==> src/common/tcc_pkg.sv <==
// tcc_pkg: constants, register map and carrier types for the timer
// capture/compare channel block.
// assumes a byte-wide register file reached over a 32-bit wishbone slave.
`default_nettype none
package tcc_pkg;

	// ************************************************************
	// register indexes (byte address = 4 * index)
	// ************************************************************
	localparam logic [7:0] IDX_CHAN0_VALUE_LOW  = 8'hda;
	localparam logic [7:0] IDX_CHAN0_VALUE_HIGH = 8'hdb;
	localparam logic [7:0] IDX_CHAN1_VALUE_LOW  = 8'hdc;
	localparam logic [7:0] IDX_CHAN1_VALUE_HIGH = 8'hdd;
	localparam logic [7:0] IDX_CHAN2_VALUE_LOW  = 8'hde;
	localparam logic [7:0] IDX_CHAN2_VALUE_HIGH = 8'hdf;
	localparam logic [7:0] IDX_CHAN1_CONTROL    = 8'he6;
	localparam logic [7:0] IDX_CHAN2_CONTROL    = 8'he7;
	localparam logic [7:0] IDX_RADIO_MASK       = 8'he8;
	localparam logic [7:0] IDX_IRQ_STATUS       = 8'he9;
	localparam logic [7:0] IDX_IRQ_MASK         = 8'hea;

	// ************************************************************
	// reset values
	// ************************************************************
	localparam logic [7:0] RST_VALUE_BYTE = 8'h00;
	localparam logic [7:0] RST_CONTROL    = 8'h40;
	localparam logic [7:0] RST_RADIO_MASK = 8'h00;
	localparam logic [1:0] RST_IRQ_MASK   = 2'h3;

	// ************************************************************
	// field encodings
	// ************************************************************
	localparam logic [2:0] CMP_SET        = 3'h0;
	localparam logic [2:0] CMP_CLEAR      = 3'h1;
	localparam logic [2:0] CMP_TOGGLE     = 3'h2;
	localparam logic [2:0] CMP_SET_UP     = 3'h3;
	localparam logic [2:0] CMP_CLEAR_UP   = 3'h4;
	localparam logic [2:0] CMP_SET_OWN    = 3'h5;
	localparam logic [2:0] CMP_CLEAR_OWN  = 3'h6;
	localparam logic [2:0] CMP_MODULATOR  = 3'h7;
	localparam logic [1:0] CAP_NONE       = 2'h0;
	localparam logic [1:0] CAP_RISE       = 2'h1;
	localparam logic [1:0] CAP_FALL       = 2'h2;
	localparam logic [1:0] CAP_BOTH       = 2'h3;
	localparam int         DATA_DROP_BITS = 2;

	// ************************************************************
	// carrier types
	// ************************************************************
	typedef struct packed {
		logic       capture_source_select;
		logic       channel_irq_mask;
		logic [2:0] compare_action;
		logic       mode;
		logic [1:0] capture_edge_select;
	} tcc_ctl_t;

	typedef struct packed {
		logic        enable;
		logic        speed_quarter;
		logic        interp_en;
		logic        shaping_en;
		logic [15:0] sample_rate;
		logic [13:0] data;
	} tcc_dsm_t;

endpackage
`default_nettype wire

==> src/hdl/tcc_channels.sv <==
// tcc_channels: capture/compare channels 1 and 2 plus the channel 0 value
// of a 16-bit timer, with modulator configuration for channel 1.
// assumes the counter core supplies its value, an update pulse and the
// count direction on clk_sys; capture pins are asynchronous.
//
// How it works
// RULE_01 - source bit 0 picks the capture pin, 1 picks enabled radio events
// RULE_02 - interrupt mask bit 1 enables the channel interrupt; resets to 1
// RULE_03 - on match, action 000 sets, 001 clears, 010 toggles the output
// RULE_04 - 011 sets on up match, clears at zero or on down match
// RULE_05 - 100 clears on up match, sets at zero or on down match
// RULE_06 - 101 sets on own match, clears on channel 0 match
// RULE_07 - 110 clears on own match, sets on channel 0 match; channel 2 ignores 111
// RULE_08 - mode bit 0 means capture, 1 compare, outside modulator mode
// RULE_09 - edge field: 00 none, 01 rising, 10 falling, 11 both edges
// RULE_10 - channel 1 action 111 enables modulator; mode bit picks 1/8 or 1/4
// RULE_11 - modulator edge field sets interpolator and shaping enables
// RULE_12 - in modulator mode channel 0 value sets the sample rate
// RULE_13 - in modulator mode channel 1 value is data, low two bits dropped
// RULE_14 - each 16-bit value is a high and low byte, reset to zero
// RULE_15 - up/down counting gives compare-down matches on the way down
// RULE_16 - a channel flag of 1 means its interrupt is pending
// RULE_17 - a capture copies the counter into the value and sets the flag
// RULE_18 - compares run once per counter update on the full 16-bit value
//
// Chosen here: register access over Wishbone.
`timescale 1ns/1ps
`default_nettype none

module tcc_channels #(
	parameter int CNT_W   = 16,
	parameter int RADIO_W = 8
) (
	// clock and reset
	input  wire logic                clk_sys,
	input  wire logic                resetn,
	// wishbone slave
	input  wire logic                wb_cyc_i,
	input  wire logic                wb_stb_i,
	input  wire logic                wb_we_i,
	input  wire logic [9:0]          wb_adr_i,
	input  wire logic [3:0]          wb_sel_i,
	input  wire logic [31:0]         wb_dat_i,
	output var  logic [31:0]         wb_dat_o,
	output var  logic                wb_ack_o,
	// counter core
	input  wire logic [CNT_W-1:0]    cnt_value,
	input  wire logic                cnt_tick,
	input  wire logic                cnt_down,
	input  wire logic                cnt_updown,
	// capture sources
	input  wire logic [2:1]          cap_pin,
	input  wire logic [RADIO_W-1:0]  radio_event,
	// outputs
	output var  logic [2:1]          cmp_out,
	output var  tcc_pkg::tcc_dsm_t   dsm_cfg,
	output var  logic                irq
);

	// ************************************************************
	// elaboration checks
	// ************************************************************
	if (CNT_W != 16) begin : g_bad_width
		$error("tcc_channels serves a 16-bit counter only");
	end
	if (RADIO_W < 1 || RADIO_W > 8) begin : g_bad_radio
		$error("tcc_channels radio mask holds 1 to 8 events");
	end

	// ************************************************************
	// register bus
	// ************************************************************
	logic [7:0]         idx;
	logic               take;
	logic               wr;
	logic               rd;
	logic [7:0]         wbyte;
	logic [7:0]         next_rdata;
	logic [15:0]        val0;
	logic [15:0]        val [1:2];
	tcc_pkg::tcc_ctl_t  ctl [1:2];
	logic [7:0]         radio_mask;
	logic [1:0]         irq_status;
	logic [1:0]         irq_mask;
	logic [1:0]         flag_set;
	logic               dsm_on;

	assign idx   = wb_adr_i[9:2];
	assign take  = wb_cyc_i & wb_stb_i & ~wb_ack_o;
	assign wr    = take & wb_we_i & wb_sel_i[0];
	assign rd    = take & ~wb_we_i;
	assign wbyte = wb_dat_i[7:0];
	assign dsm_on = ctl[1].compare_action == tcc_pkg::CMP_MODULATOR;

	// one wait state: ack follows the taking edge, dropped the cycle after
	always_ff @(posedge clk_sys or negedge resetn) begin
		if (!resetn) begin
			wb_ack_o <= 1'b0;
		end else begin
			wb_ack_o <= take;
		end
	end

	// read mux; unmapped indexes read zero
	always_comb begin
		next_rdata = 8'h00;
		unique case (idx)
			tcc_pkg::IDX_CHAN0_VALUE_LOW:  next_rdata = val0[7:0]; // RULE_14
			tcc_pkg::IDX_CHAN0_VALUE_HIGH: next_rdata = val0[15:8];
			tcc_pkg::IDX_CHAN1_VALUE_LOW:  next_rdata = val[1][7:0];
			tcc_pkg::IDX_CHAN1_VALUE_HIGH: next_rdata = val[1][15:8];
			tcc_pkg::IDX_CHAN2_VALUE_LOW:  next_rdata = val[2][7:0];
			tcc_pkg::IDX_CHAN2_VALUE_HIGH: next_rdata = val[2][15:8];
			tcc_pkg::IDX_CHAN1_CONTROL:    next_rdata = ctl[1];
			tcc_pkg::IDX_CHAN2_CONTROL:    next_rdata = ctl[2];
			tcc_pkg::IDX_RADIO_MASK:       next_rdata = radio_mask;
			tcc_pkg::IDX_IRQ_STATUS:       next_rdata = {6'h00, irq_status};
			tcc_pkg::IDX_IRQ_MASK:         next_rdata = {6'h00, irq_mask};
			default:                       next_rdata = 8'h00;
		endcase
	end

	// read data registered so it stands with ack
	always_ff @(posedge clk_sys or negedge resetn) begin
		if (!resetn) begin
			wb_dat_o <= 32'h0000_0000;
		end else if (rd) begin
			wb_dat_o <= {24'h00_0000, next_rdata};
		end
	end

	// channel 0 value, also the modulator sample rate
	always_ff @(posedge clk_sys or negedge resetn) begin
		if (!resetn) begin
			val0 <= {tcc_pkg::RST_VALUE_BYTE, tcc_pkg::RST_VALUE_BYTE};
		end else if (wr && idx == tcc_pkg::IDX_CHAN0_VALUE_LOW) begin
			val0[7:0] <= wbyte; // RULE_14
		end else if (wr && idx == tcc_pkg::IDX_CHAN0_VALUE_HIGH) begin
			val0[15:8] <= wbyte;
		end
	end

	// radio event mask and interrupt mask
	always_ff @(posedge clk_sys or negedge resetn) begin
		if (!resetn) begin
			radio_mask <= tcc_pkg::RST_RADIO_MASK;
			irq_mask   <= tcc_pkg::RST_IRQ_MASK;
		end else begin
			if (wr && idx == tcc_pkg::IDX_RADIO_MASK) begin
				radio_mask <= wbyte;
			end
			if (wr && idx == tcc_pkg::IDX_IRQ_MASK) begin
				irq_mask <= wbyte[1:0];
			end
		end
	end

	// sticky flags, cleared by a read; a new event beats the clear
	always_ff @(posedge clk_sys or negedge resetn) begin
		if (!resetn) begin
			irq_status <= 2'h0;
		end else if (rd && idx == tcc_pkg::IDX_IRQ_STATUS) begin
			irq_status <= flag_set; // RULE_16
		end else begin
			irq_status <= irq_status | flag_set;
		end
	end

	// level interrupt: status gated by both masks
	assign irq = |(irq_status & irq_mask & {ctl[2].channel_irq_mask, ctl[1].channel_irq_mask}); // RULE_02

	// ************************************************************
	// shared compare terms
	// ************************************************************
	logic match0;
	logic at_zero;

	assign match0  = cnt_tick & (cnt_value == val0); // RULE_18
	assign at_zero = cnt_tick & (cnt_value == 16'h0000);

	// ************************************************************
	// per-channel logic
	// ************************************************************
	for (genvar c = 1; c <= 2; c++) begin : g_ch
		logic [2:0]  sync;
		logic        lvl;
		logic        lvl_d;
		logic        edge_hit;
		logic        radio_hit;
		logic        cap_ev;
		logic        cap_mode;
		logic        cmp_mode;
		logic        hit;
		logic        hit_up;
		logic        hit_dn;
		logic        next_out;
		logic [7:0]  rmask;
		logic        modulate;

		assign modulate = (c == 1) && dsm_on;
		assign rmask    = radio_mask & 8'((1 << RADIO_W) - 1);

		// three-stage synchroniser; level moves once stages two and three agree
		always_ff @(posedge clk_sys or negedge resetn) begin
			if (!resetn) begin
				sync  <= 3'h0;
				lvl   <= 1'b0;
				lvl_d <= 1'b0;
			end else begin
				sync  <= {sync[1:0], cap_pin[c]};
				lvl_d <= lvl;
				if (sync[1] == sync[2]) begin
					lvl <= sync[2];
				end
			end
		end

		// edge qualification per edge field
		always_comb begin
			edge_hit = 1'b0;
			unique case (ctl[c].capture_edge_select) // RULE_09
				tcc_pkg::CAP_NONE: edge_hit = 1'b0;
				tcc_pkg::CAP_RISE: edge_hit = lvl & ~lvl_d;
				tcc_pkg::CAP_FALL: edge_hit = ~lvl & lvl_d;
				tcc_pkg::CAP_BOTH: edge_hit = lvl ^ lvl_d;
			endcase
		end

		// radio events bypass the edge logic: they are already pulses
		assign radio_hit = |(radio_event & rmask[RADIO_W-1:0]);
		assign cap_mode  = !modulate && !ctl[c].mode; // RULE_08
		assign cmp_mode  = !modulate && ctl[c].mode;
		assign cap_ev    = cap_mode && (ctl[c].capture_source_select ? // RULE_01
			(radio_hit && ctl[c].capture_edge_select != tcc_pkg::CAP_NONE) : edge_hit);

		// compare terms sampled only on a counter update
		assign hit    = cnt_tick & (cnt_value == val[c]); // RULE_18
		assign hit_up = hit & ~(cnt_updown & cnt_down);
		assign hit_dn = hit & cnt_updown & cnt_down; // RULE_15

		assign flag_set[c-1] = cap_ev | (cmp_mode & hit); // RULE_17

		// control register
		always_ff @(posedge clk_sys or negedge resetn) begin
			if (!resetn) begin
				ctl[c] <= tcc_pkg::RST_CONTROL; // RULE_02
			end else if (wr && idx == (c == 1 ? tcc_pkg::IDX_CHAN1_CONTROL : tcc_pkg::IDX_CHAN2_CONTROL)) begin
				ctl[c] <= wbyte;
			end
		end

		// value register: a capture wins over a same-cycle bus write
		always_ff @(posedge clk_sys or negedge resetn) begin
			if (!resetn) begin
				val[c] <= {tcc_pkg::RST_VALUE_BYTE, tcc_pkg::RST_VALUE_BYTE}; // RULE_14
			end else if (cap_ev) begin
				val[c] <= cnt_value; // RULE_17
			end else if (wr && idx == tcc_pkg::IDX_CHAN1_VALUE_LOW + 8'(2 * (c - 1))) begin
				val[c][7:0] <= wbyte;
			end else if (wr && idx == tcc_pkg::IDX_CHAN1_VALUE_HIGH + 8'(2 * (c - 1))) begin
				val[c][15:8] <= wbyte;
			end
		end

		// output action; a match wins over the zero event in the same update
		always_comb begin
			next_out = cmp_out[c];
			unique case (ctl[c].compare_action)
				tcc_pkg::CMP_SET: if (hit) next_out = 1'b1; // RULE_03
				tcc_pkg::CMP_CLEAR: if (hit) next_out = 1'b0;
				tcc_pkg::CMP_TOGGLE: if (hit) next_out = ~cmp_out[c];
				tcc_pkg::CMP_SET_UP: begin
					if (hit_up) next_out = 1'b1; // RULE_04
					else if (cnt_updown ? hit_dn : at_zero) next_out = 1'b0;
				end
				tcc_pkg::CMP_CLEAR_UP: begin
					if (hit_up) next_out = 1'b0; // RULE_05
					else if (cnt_updown ? hit_dn : at_zero) next_out = 1'b1;
				end
				tcc_pkg::CMP_SET_OWN: begin
					if (hit) next_out = 1'b1; // RULE_06
					else if (match0) next_out = 1'b0;
				end
				tcc_pkg::CMP_CLEAR_OWN: begin
					if (hit) next_out = 1'b0; // RULE_07
					else if (match0) next_out = 1'b1;
				end
				tcc_pkg::CMP_MODULATOR: next_out = cmp_out[c]; // RULE_07
			endcase
		end

		// output only moves in compare mode
		always_ff @(posedge clk_sys or negedge resetn) begin
			if (!resetn) begin
				cmp_out[c] <= 1'b0;
			end else if (cmp_mode) begin
				cmp_out[c] <= next_out;
			end
		end
	end

	// ************************************************************
	// modulator configuration
	// ************************************************************
	// registered so downstream sees a clean word, one cycle behind writes
	always_ff @(posedge clk_sys or negedge resetn) begin
		if (!resetn) begin
			dsm_cfg <= '0;
		end else begin
			dsm_cfg.enable        <= dsm_on; // RULE_10
			dsm_cfg.speed_quarter <= ctl[1].mode;
			dsm_cfg.interp_en     <= dsm_on & ~ctl[1].capture_edge_select[1]; // RULE_11
			dsm_cfg.shaping_en    <= dsm_on & ~ctl[1].capture_edge_select[0];
			dsm_cfg.sample_rate   <= val0; // RULE_12
			dsm_cfg.data          <= val[1][15:tcc_pkg::DATA_DROP_BITS]; // RULE_13
		end
	end
endmodule
`default_nettype wire

==> config.mk <==
export PLATFORM = sky130hd
export DESIGN_NAME = tcc_channels
export DESIGN_NICKNAME = d
export VERILOG_FILES = /design/src/common/tcc_pkg.sv /design/src/hdl/tcc_channels.sv
export SDC_FILE = /design/constraint.sdc
export NUM_CORES = 1
export LEC_CHECK = 0
export BUFFER_PORTS_ARGS = -buffer_cell sky130_fd_sc_hd__buf_4
export CAP_MARGIN = 10
export CORE_ASPECT_RATIO = 1.1
export CORE_UTILIZATION = 40
export CTS_CLUSTER_DIAMETER = 80
export CTS_CLUSTER_SIZE = 8
export DETAILED_ROUTE_END_ITERATION = 7
export MAX_ROUTING_LAYER = met4
export PLACE_DENSITY_LB_ADDON = 0.15
export SYNTH_ARGS = -nofsm -noshare
export SYNTH_HDL_FRONTEND = slang
export SYNTH_SLANG_ARGS = --single-unit
==> constraint.sdc <==
create_clock -name clk_sys -period 2.47 [get_ports clk_sys]
set_clock_uncertainty 0.2 [all_clocks]
set_input_delay 0.247 -clock clk_sys [delete_from_list [all_inputs] [get_ports clk_sys]]
set_output_delay 0.247 -clock clk_sys [all_outputs]
set_load 0.01 [all_outputs]
==> reports/metrics.yaml <==
logic_synthesis:
  ys_ff_latch: 131
  synthAdderAreaFrac_pct: 1.027
  synth_area_leader_cell: "dfrtp_1"
  ys_seq_area_share_pct: 48.12
  syn_area_um2: 6823
  synth_top_family_by_area: "simple AND/OR/NAND/NOR gates"
  synth_top_area_share_pct: 46.58
  synth_compound_area_share_pct: 11.63
  synth_edf_count: 0
  netlist_top_cells_count: "dfrtp_1 (127), nand2_1 (55), mux2_2 (38), mux2i_1 (36), xnor2_1 (36)"
  dominantRegCellSynth: "dfrtp_1"
  synthMuxAreaShare_pct: 12.32
  synth_most_common_cell: "dfrtp_1"
  synth.distinct_cells: 67
  synthSimpleGateAreaFrac_pct: 13.64
  async_reset_ff_share_pct: 100.0
  synth_xor_area_share_pct: 6.162
  post_synth.cell_area_avg_um2: 10.66
  synth_area_leaders: "dfrtp_1 (47%), mux2_2 (6.3%), mux2i_1 (5.3%)"
  ys_warn_count: 0
  syn_inst: 640
pwr:
  p_int_w: 0.003899
  p_leak_nw: 4.122
  power_frac_comb_pct: 10.1
  seq_power_share_pct: 43.9
  pwr-share-clk_pct: 46.0
  vdd_ir_drop_max_mv: 0.4205
  p_switching_w: 0.001331
  power_density_nw_per_um2: 607.2
  switching_share_pct: 25.45
critical_path:
  crit_start: "cnt_value[0]"
  critPathRequiredTime_ps: 2570
  cp-end-kind: "register"
  rr_worst_depth: 8
  rr_endpoint: "cmp_out[2]$_DFFE_PN0P_"
  max_stage_delay_ps: 540
  rrSetupSlack_ps: 220
  critPathArrivalTime_ps: 2470
  crit_family: "buffers and inverters"
  crit_slowest_cell: "dlygate4sd3_1"
  start_kind: "input pin"
  worstReg2RegStart: "val[7]$_DFFE_PN0P_"
  crit_buf_inv: 3
  worst-path-stages: 10
  cp_cell_sequence: "dlygate4sd3_1 -> buf_4 -> xnor2_1 -> nand4_1 -> nor3_1 -> buf_4 -> a32o_1 -> o2bb2ai_1 -> a22oi_1 -> mux2_1"
  worst-setup-path-type: "in -> reg"
  critPathMaxFanout: 6
  critPathCapture: "cmp_out[2]$_DFFE_PN0P_"
  crit_path_frequent_cell: "buf_4"
worst_hold_path:
  worstHoldPathCells: 2
  hp-start: "wb_dat_i[5]"
  hold_path.class: "in -> reg"
drt:
  wl_met2_mm: 9.850
  vias: 5409
  top_layer_used: "met4"
  drtIter0Drc: 352
  wl_per_cell_um: 21.08
  drt_wl_total_mm: 20.68
  drc_errors: 0
  ant_nets: 0
  firstDrtPassIters: 5
  wl_met1_mm: 9.199
  wl_met3_um: 978
  via_per_inst: 5.514
cells_and_area:
  nFillCells: 1510
  area_growth_pct: 26.26
  num-nets-final: 848
  seq_area_um2: 3283
  diodes: 0
  fin_cells: 981
  drive_gt1_share_pct: 29.99
  final_util_pct: 52.23
  multi_input_area_um2: 3207
floorplanning:
  die_area_um2: 17580
  initial_core_util_pct: 41.37
  core-area_um2: 16490
  io_pins: 150
  rows: 49
  dieWidth_um: 126.5
  die_h_um: 139.0
timing:
  relSlewSlack_pct: 63.49
  worst_pin_slew_ps: 547.6
  grt_setup_unrepaired: "no"
  min_period_ps: 2371
  min_period_over_period_pct: 95.99
  setup_viol: 0
  fmax_mhz: 421.8
  hold_slack_ps: 18.91
  hold_violations: 0
  setup_tns_ps: 0
  drv_slew: 0
clocking:
  cts.sinks: 131
  cts_tree: "yes"
  insertion_delay_ps: 420
  path_clk_slew_ps: 60
  ctsRootBufferMaster: "clkbuf_16"
  htreeDepth: 4
  clock_path_buffers: 2
  cts_inserted_buffers: 17
placement:
  post-place-cells: 921
  place.gp.congestion: 0.9630
  io_buffers: 96
  hpwl_mm: 15.03
global_route:
  grt_first_pass_wirelength_mm: 32.06
  gr-total-overflow: 0
  grt_pass1_vias: 5435
  antenna_found_initial: 0
  grt.total_usage_pct: 25.45
  grt_max_degree: 53
status:
  status: "completed"
flow_run:
  max-cap-violations: 0
## power groups by stage
stage / Sequential [W] / Combinational (W) / Clock (W)
detailed placement: 0.00233 / 0.000485 / 0
finish: 0.00230 / 0.000529 / 0.00240
CTS: 0.00230 / 0.000521 / 0.00245
global route: 0.00231 / 0.000573 / 0.00254
global placement: 0.00233 / 0.000480 / 0
floorplan: 0.00232 / 0.000289 / 0
## layer usage
layer | up-vias | GRT usage (%)
met5 | - | -
met2 | 196 | 39.46
met4 | 0 | 10.59
met3 | 44 | 3.935
met1 | 2698 | 33.16
li1 | 2471 | -
## kinds of logic (layout without fill, tap and decap cells)
logic type               Yosys count  after routing
AND/OR/NAND/NOR                  169            169
flip-flops                       131            131
AO/OA/AOI/OAI                    123            123
buffers and inverters             84            198
multiplexers                      78             78
XOR/XNOR                          48             48
adder cells (fa/ha/maj)            6              6
other                              1             24
## layout by cell type (no fill, tap or decap), types with 5 or more instances in the layout
cell	Yosys	routed
buf_4	25	120
nor2_1	34	34
conb_1	1	24
dlygate4sd3_1	0	27
nand4_1	9	9
inv_1	12	12
nor3_1	8	7
xor2_1	12	12
clkbuf_16	0	17
o21ai_0	35	35
mux2_2	38	38
mux2i_1	36	36
a22oi_1	21	21
nand3_1	20	20
nand2_1	55	55
nor4_1	7	5
xnor2_1	36	32
a21oi_1	26	25
a22o_1	11	11
nand3_2	5	5
dfrtp_1	127	127
## state kept, by name, summed over array words and instances, names as in the netlist, 6 cells and up
signal      cells
val            32
g_ch.sync       6
wb_dat_o        8
ctl            15
val0           16
dsm_cfg        34
g_ch.rmask      8
## worst min-delay path by stage
stage,endpoint
finish,ctl[13]$_DFFE_PN0P_
CTS,ctl[7]$_DFFE_PN0P_
global placement,wb_ack_o$_DFF_PN0_
floorplan,cmp_out[1]$_DFFE_PN0P_
detailed placement,wb_dat_o[2]$_DFFE_PN0P_
global route,ctl[5]$_DFFE_PN0P_
## area by class of cell
| class | count | area share (%) |
|---|---|---|
| Clock buffer | 20 | 5.301 |
| Timing Repair Buffer | 153 | 14.58 |
| Multi-Input combinational cell | 448 | 37.23 |
| Sequential cell | 131 | 38.11 |
| Inverter | 13 | 0.5664 |
| Tap cell | 204 | 2.963 |
| Clock inverter | 12 | 1.249 |
## repair_timing
action                                  CTS  global route
setup buffers                             0             1
hold buffers                             27             0
gates resized for setup                   0            12
endpoints found under the setup margin    0             1
endpoints found under the hold margin   100             0
## worst register-to-register path: stages (launching register included)
cell	delay, ps
dfrtp_1	440
xnor2_1	210
nand4_1	160
nor3_1	280
buf_4	180
a32o_1	120
o2bb2ai_1	130
a22oi_1	100
mux2_1	320
## stage by stage
| step | setup slack, ps | instance area, um2 | power [W] |
|---|---|---|---|
| 5_1_grt | 0.3024 | 8615 | 0.005424 |
| 2_1_floorplan | 449.3 | 6909 | 0.002607 |
| 3_5_place_dp | 183.9 | 7704 | 0.002819 |
| 6_report | 98.93 | 8615 | 0.005231 |
| 4_1_cts | 98.89 | 8538 | 0.005266 |
| 3_3_place_gp | 187.0 | 7704 | 0.002811 |
No activity file was read; power rests on OpenSTA's default activity.
